===== config.mk =====
export PLATFORM = sky130hd
export DESIGN_NAME = itlc_top
export DESIGN_NICKNAME = d
export VERILOG_FILES = /design/src/itlc_pkg.sv /design/src/itlc_counter.sv /design/src/itlc_top.sv
export VERILOG_INCLUDE_DIRS = /design/src
export SDC_FILE = /design/constraint.sdc
export NUM_CORES = 1
export LEC_CHECK = 0
export BUFFER_PORTS_ARGS = -buffer_cell sky130_fd_sc_hd__buf_2
export CAP_MARGIN = 10
export CORE_MARGIN = 2
export CORE_UTILIZATION = 29
export DETAILED_ROUTE_END_ITERATION = 10
export PLACE_DENSITY = 0.54
export SETUP_SLACK_MARGIN = 0.1
export SKIP_CTS_REPAIR_TIMING = 1
export SLEW_MARGIN = 10
export SYNTH_ARGS = -nofsm -noshare
export SYNTH_HDL_FRONTEND = slang
export SYNTH_HIERARCHICAL = 1
export SYNTH_SLANG_ARGS = --single-unit
export TNS_END_PERCENT = 10

===== constraint.sdc =====
create_clock -name i_clk -period 3.32 [get_ports i_clk]
set_input_delay 0.498 -clock i_clk [delete_from_list [all_inputs] [get_ports i_clk]]
set_output_delay 0.498 -clock i_clk [all_outputs]
set_load 0.02 [all_outputs]

===== src/itlc_params.svh =====
// Behaviour
// - Counter 0 rate generator, low one clock
// - Counter 1 clocked by tick, high at zero
// - Counter 2 square wave, high half rounded up
// - Modes fixed, only predefined control bytes accepted
// - Counter 1 init byte: 01 11 000 0
// - Counter 2 init byte: 10110110
// - Latch freezes count, counting continues undisturbed
// - Latch bytes 00h, 40h, 80h select counter
// - Low byte read auto-latches when not latched
// - High byte read releases the holding latch
// - Latch command ignored while latch unread
`ifndef ITLC_PARAMS_SVH
`define ITLC_PARAMS_SVH

`define ITLC_NUM_CH       3
`define ITLC_ADDR_CNT0    8'hE8
`define ITLC_ADDR_CNT1    8'hEA
`define ITLC_ADDR_CNT2    8'hEC
`define ITLC_ADDR_CTRL    8'hEE
`define ITLC_INIT_CNT0    8'h34
`define ITLC_INIT_CNT1    8'h70
`define ITLC_INIT_CNT2    8'hB6
`define ITLC_LATCH_CNT0   8'h00
`define ITLC_LATCH_CNT1   8'h40
`define ITLC_LATCH_CNT2   8'h80
`define ITLC_RDATA_IDLE   8'h00
`define ITLC_BYTE_RST     8'h00
`define ITLC_COUNT_RST    16'h0000
`define ITLC_COUNT_ONE    16'h0001
`define ITLC_COUNT_TWO    16'h0002
`define ITLC_FULL_COUNT   17'h10000
`define ITLC_ONE17        17'h00001
`define ITLC_SQ1_HIGH     16'h8001
`define ITLC_SQ1_LOW      16'h8000

`endif


===== src/itlc_pkg.sv =====
package itlc_pkg;
    typedef enum logic [1:0] {
        ITLC_RATE,
        ITLC_TERM,
        ITLC_SQUARE
    } itlc_mode_e;

    typedef enum logic [1:0] {
        ITLC_WAIT,
        ITLC_ARM,
        ITLC_RUN
    } itlc_state_e;

    typedef logic [15:0] itlc_count_t;
endpackage : itlc_pkg


===== src/itlc_counter.sv =====
`timescale 1ns/1ps
`include "itlc_params.svh"
module itlc_counter #(
    parameter itlc_pkg::itlc_mode_e MODE = itlc_pkg::ITLC_RATE
) (
    input  wire logic                  i_clk,
    input  wire logic                  i_rst,
    input  wire logic                  i_init,
    input  wire logic                  i_first,
    input  wire logic                  i_load,
    input  wire logic                  i_tick,
    input  wire itlc_pkg::itlc_count_t i_preload,
    output logic [15:0]                o_count,
    output logic                       o_out
);
    import itlc_pkg::*;

    localparam logic OUT_INIT = (MODE == ITLC_TERM) ? 1'b0 : 1'b1;

    itlc_state_e state_ff;
    itlc_count_t ce_ff;
    logic        out_ff;

    // Square-wave half lengths; a count of one gets the long special case so no half is empty.
    function automatic itlc_count_t half_len(input itlc_count_t n, input logic high);
        logic [16:0] full;
        full = (n == `ITLC_COUNT_RST) ? `ITLC_FULL_COUNT : {1'b0, n};
        if (n == `ITLC_COUNT_ONE)
            half_len = high ? `ITLC_SQ1_HIGH : `ITLC_SQ1_LOW;
        else if (high)
            half_len = 16'((full + `ITLC_ONE17) >> 1);
        else
            half_len = 16'(full >> 1);
    endfunction : half_len

    always_ff @(posedge i_clk) begin
        if (i_rst || i_init) begin
            state_ff <= ITLC_WAIT;
            out_ff   <= OUT_INIT;
            if (i_rst)
                ce_ff <= `ITLC_COUNT_RST;
        end else if (i_first && MODE == ITLC_TERM) begin
            state_ff <= ITLC_WAIT;
            out_ff   <= 1'b0;
        end else if (i_load && (state_ff != ITLC_RUN || MODE == ITLC_TERM)) begin
            state_ff <= ITLC_ARM;
        end else if (i_tick) begin
            case (state_ff)
                ITLC_ARM: begin
                    state_ff <= ITLC_RUN;
                    if (MODE == ITLC_SQUARE) begin
                        ce_ff  <= half_len(i_preload, 1'b1);
                        out_ff <= 1'b1;
                    end else begin
                        ce_ff <= i_preload;
                        if (MODE == ITLC_RATE)
                            out_ff <= (i_preload != `ITLC_COUNT_ONE);
                    end
                end
                ITLC_RUN: begin
                    if (MODE == ITLC_RATE) begin
                        if (ce_ff == `ITLC_COUNT_ONE) begin
                            ce_ff  <= i_preload;
                            out_ff <= (i_preload != `ITLC_COUNT_ONE);
                        end else begin
                            ce_ff  <= ce_ff - `ITLC_COUNT_ONE;
                            out_ff <= (ce_ff != `ITLC_COUNT_TWO);
                        end
                    end else if (MODE == ITLC_TERM) begin
                        ce_ff <= ce_ff - `ITLC_COUNT_ONE;
                        if (ce_ff == `ITLC_COUNT_ONE)
                            out_ff <= 1'b1;
                    end else begin
                        if (ce_ff == `ITLC_COUNT_ONE) begin
                            out_ff <= ~out_ff;
                            ce_ff  <= half_len(i_preload, ~out_ff);
                        end else begin
                            ce_ff <= ce_ff - `ITLC_COUNT_ONE;
                        end
                    end
                end
                default: state_ff <= state_ff;
            endcase
        end
    end

    assign o_count = ce_ff;
    assign o_out   = out_ff;
endmodule : itlc_counter


===== src/itlc_top.sv =====
`timescale 1ns/1ps
`include "itlc_params.svh"
module itlc_top (
    input  wire logic       i_clk,
    input  wire logic       i_rst,
    input  wire logic [7:0] i_io_addr,
    input  wire logic       i_io_wr,
    input  wire logic       i_io_rd,
    input  wire logic [7:0] i_io_wdata,
    output logic [7:0]      o_io_rdata,
    input  wire logic       i_tclk0,
    input  wire logic       i_tclk2,
    output logic            o_system_tick_output,
    output logic            o_delay_out,
    output logic            o_baud_out
);
    import itlc_pkg::*;

    localparam int NCH = `ITLC_NUM_CH;
    localparam logic [7:0] CH_ADDR    [NCH] = '{`ITLC_ADDR_CNT0, `ITLC_ADDR_CNT1, `ITLC_ADDR_CNT2};
    localparam logic [7:0] INIT_BYTE  [NCH] = '{`ITLC_INIT_CNT0, `ITLC_INIT_CNT1, `ITLC_INIT_CNT2};
    localparam logic [7:0] LATCH_BYTE [NCH] = '{`ITLC_LATCH_CNT0, `ITLC_LATCH_CNT1, `ITLC_LATCH_CNT2};
    localparam itlc_mode_e CH_MODE    [NCH] = '{ITLC_RATE, ITLC_TERM, ITLC_SQUARE};

    logic              ctl_wr;
    logic              ctl_known;
    logic [NCH-1:0]    sel_w;
    logic [NCH-1:0]    sel_r;
    logic [NCH-1:0]    init_w;
    logic [NCH-1:0]    latch_w;
    logic [NCH-1:0]    tick;
    logic [NCH-1:0]    cnt_out;
    logic [NCH-1:0]    wr_hi_ff;
    logic [NCH-1:0]    rd_hi_ff;
    logic [NCH-1:0]    latched_ff;
    logic [7:0]        lsb_ff   [NCH];
    itlc_count_t       cr_ff    [NCH];
    itlc_count_t       ol_ff    [NCH];
    itlc_count_t       count    [NCH];
    logic [7:0]        rbyte    [NCH];
    logic [7:0]        nxt_rdata;
    logic              tclk0_ff;
    logic              tclk2_ff;
    logic              tick_out_ff;
    logic [7:0]        rdata_ff;

    assign ctl_wr    = i_io_wr && (i_io_addr == `ITLC_ADDR_CTRL);
    assign ctl_known = |init_w || |latch_w;

    // Counter inputs count on falling edges; counter 1 counts falls of counter 0's tick.
    always_ff @(posedge i_clk) begin
        if (i_rst) begin
            tclk0_ff    <= 1'b0;
            tclk2_ff    <= 1'b0;
            tick_out_ff <= 1'b1;
        end else begin
            tclk0_ff    <= i_tclk0;
            tclk2_ff    <= i_tclk2;
            tick_out_ff <= cnt_out[0];
        end
    end

    assign tick[0] = tclk0_ff && !i_tclk0;
    assign tick[1] = tick_out_ff && !cnt_out[0];
    assign tick[2] = tclk2_ff && !i_tclk2;

    genvar g;
    generate
        for (g = 0; g < NCH; g++) begin : g_ch
            assign sel_w[g]   = i_io_wr && (i_io_addr == CH_ADDR[g]);
            assign sel_r[g]   = i_io_rd && (i_io_addr == CH_ADDR[g]);
            // Only the fixed bytes act; anything else on the control port falls through.
            assign init_w[g]  = ctl_wr && (i_io_wdata == INIT_BYTE[g]);
            assign latch_w[g] = ctl_wr && (i_io_wdata == LATCH_BYTE[g]);

            // The preload changes only when both bytes are in, so a half-written value is never used.
            always_ff @(posedge i_clk) begin
                if (i_rst) begin
                    wr_hi_ff[g] <= 1'b0;
                    lsb_ff[g]   <= `ITLC_BYTE_RST;
                    cr_ff[g]    <= `ITLC_COUNT_RST;
                end else if (init_w[g]) begin
                    wr_hi_ff[g] <= 1'b0;
                end else if (sel_w[g]) begin
                    wr_hi_ff[g] <= ~wr_hi_ff[g];
                    if (wr_hi_ff[g])
                        cr_ff[g] <= {i_io_wdata, lsb_ff[g]};
                    else
                        lsb_ff[g] <= i_io_wdata;
                end
            end

            always_ff @(posedge i_clk) begin
                if (i_rst) begin
                    rd_hi_ff[g]   <= 1'b0;
                    latched_ff[g] <= 1'b0;
                    ol_ff[g]      <= `ITLC_COUNT_RST;
                end else if (init_w[g]) begin
                    rd_hi_ff[g]   <= 1'b0;
                    latched_ff[g] <= 1'b0;
                end else if (sel_r[g]) begin
                    rd_hi_ff[g] <= ~rd_hi_ff[g];
                    if (rd_hi_ff[g]) begin
                        latched_ff[g] <= 1'b0;
                    end else if (!latched_ff[g]) begin
                        latched_ff[g] <= 1'b1;
                        ol_ff[g]      <= count[g];
                    end
                end else if (latch_w[g] && !latched_ff[g]) begin
                    latched_ff[g] <= 1'b1;
                    ol_ff[g]      <= count[g];
                end
            end

            assign rbyte[g] = rd_hi_ff[g] ? ol_ff[g][15:8]
                                          : (latched_ff[g] ? ol_ff[g][7:0] : count[g][7:0]);

            itlc_counter #(
                .MODE (CH_MODE[g])
            ) u_cnt (
                .i_clk     (i_clk),
                .i_rst     (i_rst),
                .i_init    (init_w[g]),
                .i_first   (sel_w[g] && !wr_hi_ff[g]),
                .i_load    (sel_w[g] && wr_hi_ff[g]),
                .i_tick    (tick[g]),
                .i_preload (cr_ff[g]),
                .o_count   (count[g]),
                .o_out     (cnt_out[g])
            );

        end
    endgenerate

    always_comb begin
        nxt_rdata = `ITLC_RDATA_IDLE;
        for (int i = 0; i < NCH; i++) begin
            if (sel_r[i])
                nxt_rdata = rbyte[i];
        end
    end

    always_ff @(posedge i_clk) begin
        if (i_rst)
            rdata_ff <= `ITLC_RDATA_IDLE;
        else if (i_io_rd)
            rdata_ff <= nxt_rdata;
    end

    assign o_io_rdata           = rdata_ff;
    assign o_system_tick_output = cnt_out[0];
    assign o_delay_out          = cnt_out[1];
    assign o_baud_out           = cnt_out[2];
endmodule : itlc_top

-- After elaboration in Yosys (flattened, before gate mapping)
Memories as Yosys holds them, arrays and structs flattened.
Index checks and enable logic that the tools add are counted.
- register bits: 77
- memory bits (writable): 120
- bits of input ports: 22
- output and inout bits: 11
- logic and storage cells: 287
- memories: 3
- add/subtract/negate cells: 4
- equal/unequal tests: 31
- muxes and demuxes: 129
- bitwise gates (word level): 22
- reductions and logical operators: 73
- memory list (memory ; words ; width ; read ports ; clocked after Yosys merged registers in ; write ports ; line ; text):
    cr_ff ; 3 ; 16 ; 3 ; 0 ; 3 ; itlc_top.sv:37 ; itlc_count_t cr_ff [NCH];
    ol_ff ; 3 ; 16 ; 3 ; 0 ; 3 ; itlc_top.sv:38 ; itlc_count_t ol_ff [NCH];
    lsb_ff ; 3 ; 8 ; 3 ; 0 ; 3 ; itlc_top.sv:36 ; logic [7:0] lsb_ff [NCH];
- operator list (kind ; number):
    $mux 16 ; 25
    $mux 8 ; 12
    $pmux 16 s2 ; 3
    $mux 1 ; 86
    $eq 16x1->1 const B ; 4
    $eq 8x8->1 const B ; 6
    $sub 16x1->16 const B ; 3
    $reduce_bool 2->1 ; 14
    $logic_and 1x1->1 ; 25
    $add 17x1->17 const B ; 1
    $mux 17 ; 1
    $eq 8x7->1 const B ; 2
    $logic_not 16->1 ; 1
    $ne 16x1->1 const B ; 1
    $ne 16x2->1 const B ; 1
    $reduce_and 4->1 ; 4
    $ne 2x2->1 const B ; 7
    $or 1x1->1 ; 12
    $reduce_and 2->1 ; 6
    $reduce_or 2->1 ; 6
    $not 1->1 ; 10
    $reduce_bool 3->1 ; 3
    $eq 8x6->1 const B ; 1
    $logic_not 8->1 ; 1
    9 further kinds ; 24

-- Logic depth before layout (Yosys ltp)
Gate-level depths: netlist of the first run.
An unclocked memory read counts as a cell.
- depth in word-level cells: 11
- depth in mapped cells: 9
- gate-level depth less buffers: 8

-- By module
Netlist of the first run, hierarchy kept.
- modules (own cells, without submodules) (module ; times used ; cells each ; area each (sq um)):
    itlc_top ; 1 ; 505 ; 6412.4
    itlc_counter (g_ch[2].u_cnt) ; 1 ; 226 ; 1878.1
    itlc_counter (g_ch[0].u_cnt) ; 1 ; 126 ; 1228.7
    itlc_counter (g_ch[1].u_cnt) ; 1 ; 114 ; 1122.3

-- Least setup slack after synthesis of the first run
Ideal clock, no wire load.
- path kind: in2reg
- from: input i_io_addr[6]
- to: register g_ch[1].u_cnt.ce_ff[0], enable pin
- setup time: 0.436 ns
- arrival: 3.136 ns
- slack: -0.252 ns
- stages: 6
- path buffers: 1
- cells stage by stage: and2_1 -> clkbuf_1 -> and3_1 -> and2_1 -> nand2b_1 -> o41ai_1
- cells in the longest elaborated chain, start to end: 6
- elaborated cells on any way between the ends: 14
- RTL lines (item ; line ; text):
    start: declaration ; itlc_top.sv:6 ; input wire logic [7:0] i_io_addr,
    $eq 8x8->1 (no line) ; -- ;
    $logic_and 1x1->1 ; itlc_top.sv:47 ; assign ctl_wr = i_io_wr && (i_io_addr == `ITLC_ADDR_CTRL);
    $logic_and 1x1->1 ; itlc_top.sv:73 ; assign init_w[g] = ctl_wr && (i_io_wdata == INIT_BYTE[g]);
    $logic_or 1x1->1 ; itlc_counter.sv:37 ; if (i_rst || i_init) begin
    $ne 2x2->1 (no line), or another cell as far along ; -- ;
    $reduce_and 5->1 (no line) (*) ; -- ;
    end signal: assignment ; itlc_counter.sv:41 ; ce_ff <= `ITLC_COUNT_RST;
    end signal: assignment ; itlc_counter.sv:52 ; ce_ff <= half_len(i_preload, 1'b1);
    end signal: assignment ; itlc_counter.sv:55 ; ce_ff <= i_preload;
    end: declaration ; itlc_counter.sv:21 ; itlc_count_t ce_ff;
Mark *: on every way between the ends. The rest lies on a longest branch, timed or not.
A chain may end at the register's enable or synchronous reset.

-- Worst setup path after layout of the first run
- from: register g_ch[2].u_cnt.ce_ff[1]
- to: register g_ch[2].u_cnt.ce_ff[8], data pin
- cells in the longest elaborated chain, start to end: 6
- elaborated cells on any way between the ends: 7
- RTL lines (item ; line ; text):
    start: declaration ; itlc_counter.sv:21 ;
    start signal: assignment ; itlc_counter.sv:41 ;
    start signal: assignment ; itlc_counter.sv:52 ;
    start signal: assignment ; itlc_counter.sv:55 ;
    $sub 16x1->16 (no line) / $eq 16x1->1 (equally long branches) ; -- ;
    $mux 16 (*) ; itlc_counter.sv:74 ; if (ce_ff == `ITLC_COUNT_ONE) begin
    $pmux 16 s2 (*) ; itlc_counter.sv:48 ; case (state_ff)
    $mux 16 (*) ; itlc_counter.sv:47 ; end else if (i_tick) begin
    $mux 16 (*) ; itlc_counter.sv:45 ; end else if (i_load && (state_ff != ITLC_RUN || MODE == ITLC_TERM)) begin
    $mux 16 (*) ; itlc_counter.sv:37 ;
Mark *: on every way between the ends. The rest lies on a longest branch, timed or not. The select of a mux whose other input is x is not followed.

==> metrics.txt, run 1 <==
status finished clean; die area roughly 38000 um^2; RePlAce Congestion between 0.8 and 0.9; Post-Synthesis Cells just under 1000; pre-CTS setup slack approximately 0.47 ns; Reg clk slew, reported paths approximately 0.070 ns; leakage 3.89 nW; DRC violations left 0; Worst Hold Depth 2; total grt overflow 0; Final Instance Area about 12000 um^2; Sw Ratio 0.233; footprint of the multi-input gates between 4000 and 5000 um^2; Syn Area/Cell 11.0 um^2; mapped cell area between 10000 and 15000 um^2; register area ~5600 um^2; clock skew approximately 0.017 ns; Rows 70; Critical Path Sink Type register; clk buf depth 2; slowest CP cell nand4_1; worst skew pair latency 0.45 ns; peak supply drop between 0.0003 and 0.0004 V; DIE HEIGHT between 150 and 200 um; Crit path buffers/inverters 1; Vias 7500; starting density of the core 0.293; number of max-cap violations 0; Hold/Removal Path Class in -> reg; share of cells above drive strength 1 0.145; worst path required time about 3.6 ns; final worst slack between 0.5 and 0.6 ns; CTS Sinks between 150 and 200; warnings from Yosys 6; core area 36300 um^2; Routed WL 27200 um; WL/cell around 18 um; fin crit share 0.846; Worst Hold End tclk2_ff$_SDFF_PP0_; Logic pwr share 0.063; CTS root buffer clkbuf_16; hold_sp i_tclk2; htree depth 4; Mapped Nets between 1000 and 1500; Area Growth Syn to Fin 12.3%; final worst path period need 2.81 ns; reg2reg setup slack 0.51 ns; Final Setup Violations 0; Top delay family on crit path compound AO/OA/AOI/OAI gates; Placed Area 11300 um^2; vias in the first global route approximately 7400; total negative slack 0 ns; largest net degree at the start of global routing 32; reg2reg end g_ch[2].u_cnt/o_count[8]$_SDFFCE_PN0P_; die width 196 um; Final Hold Vio Count 0; met2 wire length around 12000 um; P per Cell Area roughly 450 nW/um^2; FF-to-FF path depth 7; FMAX about 0.36 GHz; total track usage 0.146; wire length on met3 1250 um; critical path class reg -> reg; IO Port Bufs 32; Slew Viols, Final 0; register share of total power 0.534; Largest stage delay, worst path 0.61 ns; drt first pass iters 5; Initial DRC Count 751; DP HPWL 19900 um; Slew Limit Headroom 0.313; CTS tree yes; worst-margin pin slew 1.03 ns; sw power between 1 and 1.5 mW; Reg-to-Reg Start g_ch[2].u_cnt/o_count[1]$_SDFFCE_PN0P_; vias per cell approximately 5; # IOs 33; # fillers between 3000 and 4000; Worst EP arrival 3.10 ns; power share of the clock group 0.403; Final ANT Viol Nets 0; CTS buffer count 17; M1 wire length roughly 13000 um; CP Max Fanout 13; RSZ-0062 raised after global routing false; final net count about 1000; startpoint types register; antenna violations before repair 1; Top Layer Used met4; crit path cell chain inv_1, ha_1, nor4b_1, nand4_1, a211oi_2, o221ai_1, o22ai_1; global-route wire length before repair about 43000 um; Cell Int Power 4.09 mW
registers in the layout, summed over array words and instances, names as in the netlist:
register / cells
o_io_rdata: 8
tick_out_ff: 1
wr_hi_ff: 3
cr_ff: 48
tclk0_ff: 1
ol_ff: 48
tclk2_ff: 1
rd_hi_ff: 3
latched_ff: 3
lsb_ff: 24
g_ch.u_cnt/o_count: 48
g_ch.u_cnt/state_ff: 6
g_ch.u_cnt/o_out: 3
cells in the final DEF (no fill, tap or decap), drive strengths merged, types with 7 or more instances in the layout:
cell type,count
nand2,72
xor2,18
a211oi,14
a21oi,29
ha,14
nor4b,8
dfxtp,29
nor2,59
and3,12
and2,81
a21o,9
o211ai,10
nand4,13
clkbuf,23
edfxtp,168
nand2b,16
a31oi,8
mux2,16
nor4,21
nor3,22
a41oi,8
nor3b,36
xnor2,34
nor2b,7
buf,55
mux2i,11
nand3,22
inv,31
or2,9
o21ai,59
or4,13
worst reg2reg max path: cells and delay by family, from the launching register on:
family / cells / cell delay [ns]
adder cells (fa/ha/maj): 1 / 0.19
AO/OA/AOI/OAI: 3 / 0.96
buffers and inverters: 1 / 0.12
AND/OR/NAND/NOR: 2 / 0.94
flip-flops: 1 / 0.45
worst max-delay path by stage:
stage	from	end	cells past startpoint
2_1_floorplan	i_io_wdata[1]	ol_ff[2][0]$_SDFFCE_PN0P_	4
3_3_place_gp	i_io_addr[0]	g_ch[2].u_cnt/o_count[13]$_SDFFCE_PN0P_	8
3_5_place_dp	i_io_addr[0]	g_ch[2].u_cnt/o_count[13]$_SDFFCE_PN0P_	8
4_1_cts	g_ch[2].u_cnt/o_count[1]$_SDFFCE_PN0P_	g_ch[2].u_cnt/o_count[8]$_SDFFCE_PN0P_	7
5_1_grt	g_ch[2].u_cnt/o_count[1]$_SDFFCE_PN0P_	g_ch[2].u_cnt/o_count[11]$_SDFFCE_PN0P_	7
6_report	g_ch[2].u_cnt/o_count[1]$_SDFFCE_PN0P_	g_ch[2].u_cnt/o_count[8]$_SDFFCE_PN0P_	7
layer usage:
metal	GRT usage	vias up
met4	0.0416	0
met3	0.0225	18
met2	0.230	200
met5	0	-
li1	-	3670
met1	0.207	3612
per-stage QoR:
step / util / total power, mW / hold slack, ns / instances
after CTS: 0.329 / 5.39 / 0.279 / 1477
after detailed placement: 0.312 / 3.24 / 0.482 / 1445
after global routing: 0.329 / 5.53 / 0.297 / 1477
after global placement: 0.312 / 3.24 / 0.470 / 1444
final: 0.329 / 5.34 / 0.288 / 1479
after floorplan: - / 3.09 / 0.456 / 970
power groups by stage:
stage	combinational, mW	clock, mW	sequential, mW
3_5_place_dp	0.334	0	2.91
3_3_place_gp	0.332	0	2.91
5_1_grt	0.368	2.30	2.87
4_1_cts	0.336	2.20	2.85
2_1_floorplan	0.212	0	2.88
6_report	0.334	2.15	2.85
final cells by class:
type | count | share of cell area
diodes | 2 | 0.000419
clock buffers | 23 | 0.0408
clock inverters | 9 | 0.00974
inverters | 29 | 0.00911
multi-input cells | 696 | 0.392
flip-flops and latches | 197 | 0.471
well taps | 468 | 0.0490
repair buffers | 55 | 0.0276
No activity file was read; power rests on OpenSTA's default activity.
==> run 2: changes to the inputs <==
- PLACE_DENSITY: 0.54 -> 0.52
- clock period: 3.32 -> 2.8 ns (I/O delays scaled with it)
==> run 2 against run 1 <==
Net effect:
- sequential share of layout area fell by 0.96 points
- design area rose by 2.1%
- clock power rose by 17%
- sequential power rose by 19%
- utilization rose by 0.69 points
==> metrics.txt, run 2 (synthesis gave the netlist of run 1 again) <==
CTS root buffer clkbuf_16; Slew Limit Headroom 0.294 (-0.0192); Final Setup Violations 0 (unchanged); # fillers 3647 (+0.19%); footprint of the multi-input gates 4700 um^2 (+0.32%); starting density of the core 0.293 (unchanged); drt first pass iters 5 (unchanged); Critical Path Sink Type register; placed cells 1476 (+2.1%); most common cell after layout, fill and taps aside edfxtp_1; status finished clean; WL/cell 18.1 um (-1.5%); peak supply drop 0.000418 V (+25%); die width 196 um (unchanged); share of cells above drive strength 1 0.171 (+0.0265); Routed WL 27300 um (+0.45%); DRC violations left 0 (unchanged); RePlAce Congestion 0.802 (-6.1%); DP HPWL 20600 um (+3.3%); fin crit share 0.863 (+0.0169); antenna violations before repair 1 (unchanged); total grt overflow 0 (unchanged); Hold/Removal Path Class in -> reg; most frequent cells in the layout 168 x edfxtp_1, 79 x and2_1, 72 x nand2_1; FF-to-FF path depth 8 (+1); crit path cell chain inv_1, ha_1, nor4b_1, nand4_1, buf_4, a211oi_2, o221ai_1, o22ai_1; DIE HEIGHT 196 um (unchanged); Largest stage delay, worst path 0.47 ns (-0.14 ns); Area Growth Syn to Fin 14.7%; register area 5630 um^2 (unchanged); global-route wire length before repair 43400 um (+1.1%); Rows 70 (unchanged); clk buf depth 2 (unchanged); Vias 7619 (+1.6%); Stages on worst setup path 8 (+1); Final Util 0.336 (+0.00685); Final Non-Filler Cells 1509 (+2.0%); CP Max Fanout 13 (unchanged); worst-margin pin slew 1.06 ns (+0.0252 ns); CTS Sinks 197 (unchanged); Initial DRC Count 628 (-16%); startpoint types register; critical path class reg -> reg; core area 36300 um^2 (unchanged); leakage 4.04 nW (+3.9%); CTS buffer count 17 (unchanged); total power 6.33 mW (+18%); worst path required time 3.08 ns (-0.53 ns); number of max-cap violations 0 (unchanged); FMAX 0.414 GHz (+16%); Slew Viols, Final 0 (unchanged); worst skew pair latency 0.44 ns (about the same); CTS tree yes; Crit path buffers/inverters 2 (+1); RSZ-0062 raised after global routing false; vias in the first global route 7461 (+1.3%); die area 38200 um^2 (unchanged); final net count 1063 (+3.0%); IO Port Bufs 32 (unchanged); Worst EP arrival 2.70 ns (-0.40 ns); P per Cell Area 519 nW/um^2 (+16%); total track usage 0.147 (+0.00109); # IOs 33 (unchanged); htree depth 4 (unchanged); clock skew 0.0135 ns (-0.00364 ns); Reg clk slew, reported paths 0.07 ns (about the same); vias per cell 5.05 (-0.43%); Top delay family on crit path compound AO/OA/AOI/OAI gates; Final Hold Vio Count 0 (unchanged); largest net degree at the start of global routing 32 (unchanged); Final ANT Viol Nets 0 (unchanged); WHS 0.214 ns (-0.0734 ns); slowest CP cell edfxtp_1; final worst path period need 2.42 ns (-0.393 ns); Worst Hold Depth 2 (unchanged)
==> run 2: cell type report <==
cell class / instances / share of cell area
sequential: 197 / 0.461
multi-input combinational: 696 / 0.386
tap: 468 / 0.0480
timing repair buffer: 86 / 0.0474
clock buffer: 17 / 0.0349
clock inverter: 15 / 0.0137
inverter: 29 / 0.00892
antenna: 1 / 0.000205
==> run 2: path summary, 6_finish.rpt <==
| path | from | endpoint | slack, ns |
|---|---|---|---|
| worst max-delay path | g_ch[2].u_cnt/o_count[1]$_SDFFCE_PN0P_ | g_ch[2].u_cnt/o_count[8]$_SDFFCE_PN0P_ | 0.38 |
| worst min-delay path | i_tclk0 | tclk0_ff$_SDFF_PP0_ | 0.21 |
| worst max register to register | g_ch[2].u_cnt/o_count[1]$_SDFFCE_PN0P_ | g_ch[2].u_cnt/o_count[8]$_SDFFCE_PN0P_ | 0.38 |
| worst min register to register | wr_hi_ff[0]$_SDFFE_PP0N_ | wr_hi_ff[0]$_SDFFE_PP0N_ | 0.50 |
==> run 2: per-layer routing <==
metal	global-route usage	routed length (um)	up-vias
met3	0.0321	1360	16
met2	0.224	12000	176
li1	-	-	3738
met5	0	0	-
met1	0.211	13600	3689
met4	0.0342	326	0
==> run 2: report_power, final <==
part	switching (mW)	internal, mW	total (mW)
logic	0.264	0.167	0.431
clock network	1.18	1.34	2.52
registers	0.0927	3.29	3.38
==> run 2: stage by stage <==
| step | TNS [ns] | setup WS [ns] | area, um^2 |
|---|---|---|---|
| after floorplan | 0 | 0.240 | 10700 |
| after global placement | -0.588 | -0.0327 | 11600 |
| after detailed placement | -1.26 | -0.0664 | 11600 |
| after CTS | 0 | 0.395 | 12200 |
| after global routing | 0 | 0.110 | 12200 |
| final | 0 | 0.384 | 12200 |
==> run 2: worst register-to-register path, stage by stage (launching register included) <==
cell and delay, ns:
edfxtp_1 0.47, inv_1 0.12, ha_1 0.18, nor4b_1 0.34, nand4_1 0.15, buf_4 0.21, a211oi_2 0.39, o221ai_1 0.22
o22ai_1 0.19
==> run 3: changes to the inputs <==
- CORE_MARGIN: 2 -> not set
- CORE_UTILIZATION: 29 -> 35
- PLACE_DENSITY: 0.52 -> 0.59
==> run 3 against run 2 <==
Net effect:
- worst setup slack worse by 0.083 ns
- clock power barely moved
- combinational power barely moved
- design area shrank 0.35%
- power barely moved
- sequential power barely moved
- global-route usage grew 3.3 points
- utilization increased by 7.2 points
- cell count is 4.6% lower
==> metrics.txt, run 3 (synthesis gave the netlist of run 1 again) <==
CTS Sinks 197 (unchanged); register share of total power 0.534 (about the same); Final Instance Area 12200 um^2 (-0.35%); core area 29800 um^2 (-18%); status finished clean; RSZ-0062 raised after global routing false; largest net degree at the start of global routing 32 (unchanged); Rows 63 (-10%); CTS tree yes; reg2reg setup slack 0.30 ns (-0.08 ns); most frequent cells in the layout 168 x edfxtp_1, 79 x and2_1, 72 x nand2_1; Final Setup Violations 0 (unchanged); peak supply drop 0.000301 V (-28%); Slew Viols, Final 0 (unchanged); Initial DRC Count 733 (+17%); clk buf depth 2 (unchanged); CTS root buffer clkbuf_16; die width 176 um (-9.8%); number of max-cap violations 0 (unchanged); DIE HEIGHT 176 um (-9.8%); global-route wire length before repair 43000 um (-0.95%); Final Hold Vio Count 0 (unchanged); Final ANT Viol Nets 0 (unchanged); antenna violations before repair 0 (-1); DRC violations left 0 (unchanged); power share of the clock group 0.398 (about the same); Hold/Removal Path Class in -> reg; Reg clk slew, reported paths 0.09 ns (+0.02 ns); die area 31100 um^2 (-19%); final worst path period need 2.50 ns (+0.0834 ns); # IOs 33 (unchanged); Largest stage delay, worst path 0.48 ns (about the same); CP Max Fanout 13 (unchanged); htree depth 4 (unchanged); starting density of the core 0.357 (+0.0643); CTS buffer count 17 (unchanged); crit path cell chain inv_1, ha_1, nor4b_1, nand4_1, buf_4, a211oi_2, o221ai_1, o22ai_1; Area Growth Syn to Fin 14.3%; DP HPWL 20000 um (-2.7%); critical path class reg -> reg; startpoint types register; Slew Limit Headroom 0.266 (-0.0284); WL/cell 18.9 um (+4.1%); Critical Path Sink Type register; WHS 0.204 ns (-0.0108 ns); clock skew 0.0142 ns (+0.000705 ns); Placed Area 11600 um^2 (-0.37%); RePlAce Congestion 0.868 (+8.3%); total power 6.33 mW (about the same); total grt overflow 0 (unchanged); leakage 4.09 nW (+1.2%); worst skew pair latency 0.45 ns (about the same); sw power 1.66 mW (+7.9%); vias per cell 5.37 (+6.4%); Vias 7730 (+1.5%); total track usage 0.179 (+0.0326); worst path required time 3.08 ns (about the same); final net count 1072 (+0.85%); FMAX 0.400 GHz (-3.3%); Logic pwr share 0.068 (about the same); IO Port Bufs 32 (unchanged); total negative slack 0 ns (unchanged); vias in the first global route 7535 (+0.99%); share of cells above drive strength 1 0.180 (+0.00902); fin crit share 0.893 (+0.0298); worst-margin pin slew 1.10 ns (+0.0425 ns); Worst EP arrival 2.78 ns (+0.08 ns); most common cell after layout, fill and taps aside edfxtp_1; Sw Ratio 0.262 (+0.0191); P per Cell Area 521 nW/um^2 (+0.37%); Cell Int Power 4.67 mW (-2.5%); slowest CP cell edfxtp_1; Final Util 0.408 (+0.0724); Routed WL 27100 um (-0.68%); n_diodes 0 (-1); drt first pass iters 5 (unchanged)
[run 3: power by group through the flow]
stage / clock [mW] / sequential (mW) / combinational, mW
2_1_floorplan: 0 / 3.42 / 0.253
3_3_place_gp: 0 / 3.44 / 0.425
3_5_place_dp: 0 / 3.45 / 0.430
4_1_cts: 2.56 / 3.38 / 0.433
5_1_grt: 2.67 / 3.39 / 0.472
6_report: 2.52 / 3.38 / 0.432
[run 3: cell type report]
type                    instances  area, um^2
inverters                      29         109
flip-flops and latches        197        5630
clock buffers                  17         425
repair buffers                 95         633
well taps                     390         488
fillers                      2892       17600
clock inverters                15         170
multi-input cells             696        4700
[run 3: routing by layer]
metal,track usage,vias up,wire [um],share of wire
li1,-,3757,-,-
met1,0.258,3755,13200,0.49
met2,0.283,200,12400,0.46
met3,0.0241,18,1180,0.044
met4,0.0474,0,285,0.011
met5,0,-,0,0
[run 3: worst paths after layout]
kind,startpoint,to,cells after the start
min,i_tclk2,tclk2_ff$_SDFF_PP0_,2
max,g_ch[2].u_cnt/o_count[1]$_SDFFCE_PN0P_,g_ch[2].u_cnt/o_count[8]$_SDFFCE_PN0P_,8
max reg2reg,g_ch[2].u_cnt/o_count[1]$_SDFFCE_PN0P_,g_ch[2].u_cnt/o_count[8]$_SDFFCE_PN0P_,8
min reg2reg,wr_hi_ff[0]$_SDFFE_PP0N_,wr_hi_ff[0]$_SDFFE_PP0N_,2
[run 3: stage by stage]
step | instances | worst slack [ns]
after global routing | 1439 | 0.184
after floorplan | 970 | 0.240
after global placement | 1407 | 0.00710
after detailed placement | 1407 | 0.0107
after CTS | 1439 | 0.377
final | 1439 | 0.301
[run 3: critical path, delay by kind of cell (launching register included)]
kind                     cells  cell delay (ns)
AO/OA/AOI/OAI                3             0.91
flip-flops                   1             0.48
AND/OR/NAND/NOR              2             0.44
buffers and inverters        2             0.33
adder cells (fa/ha/maj)      1             0.18
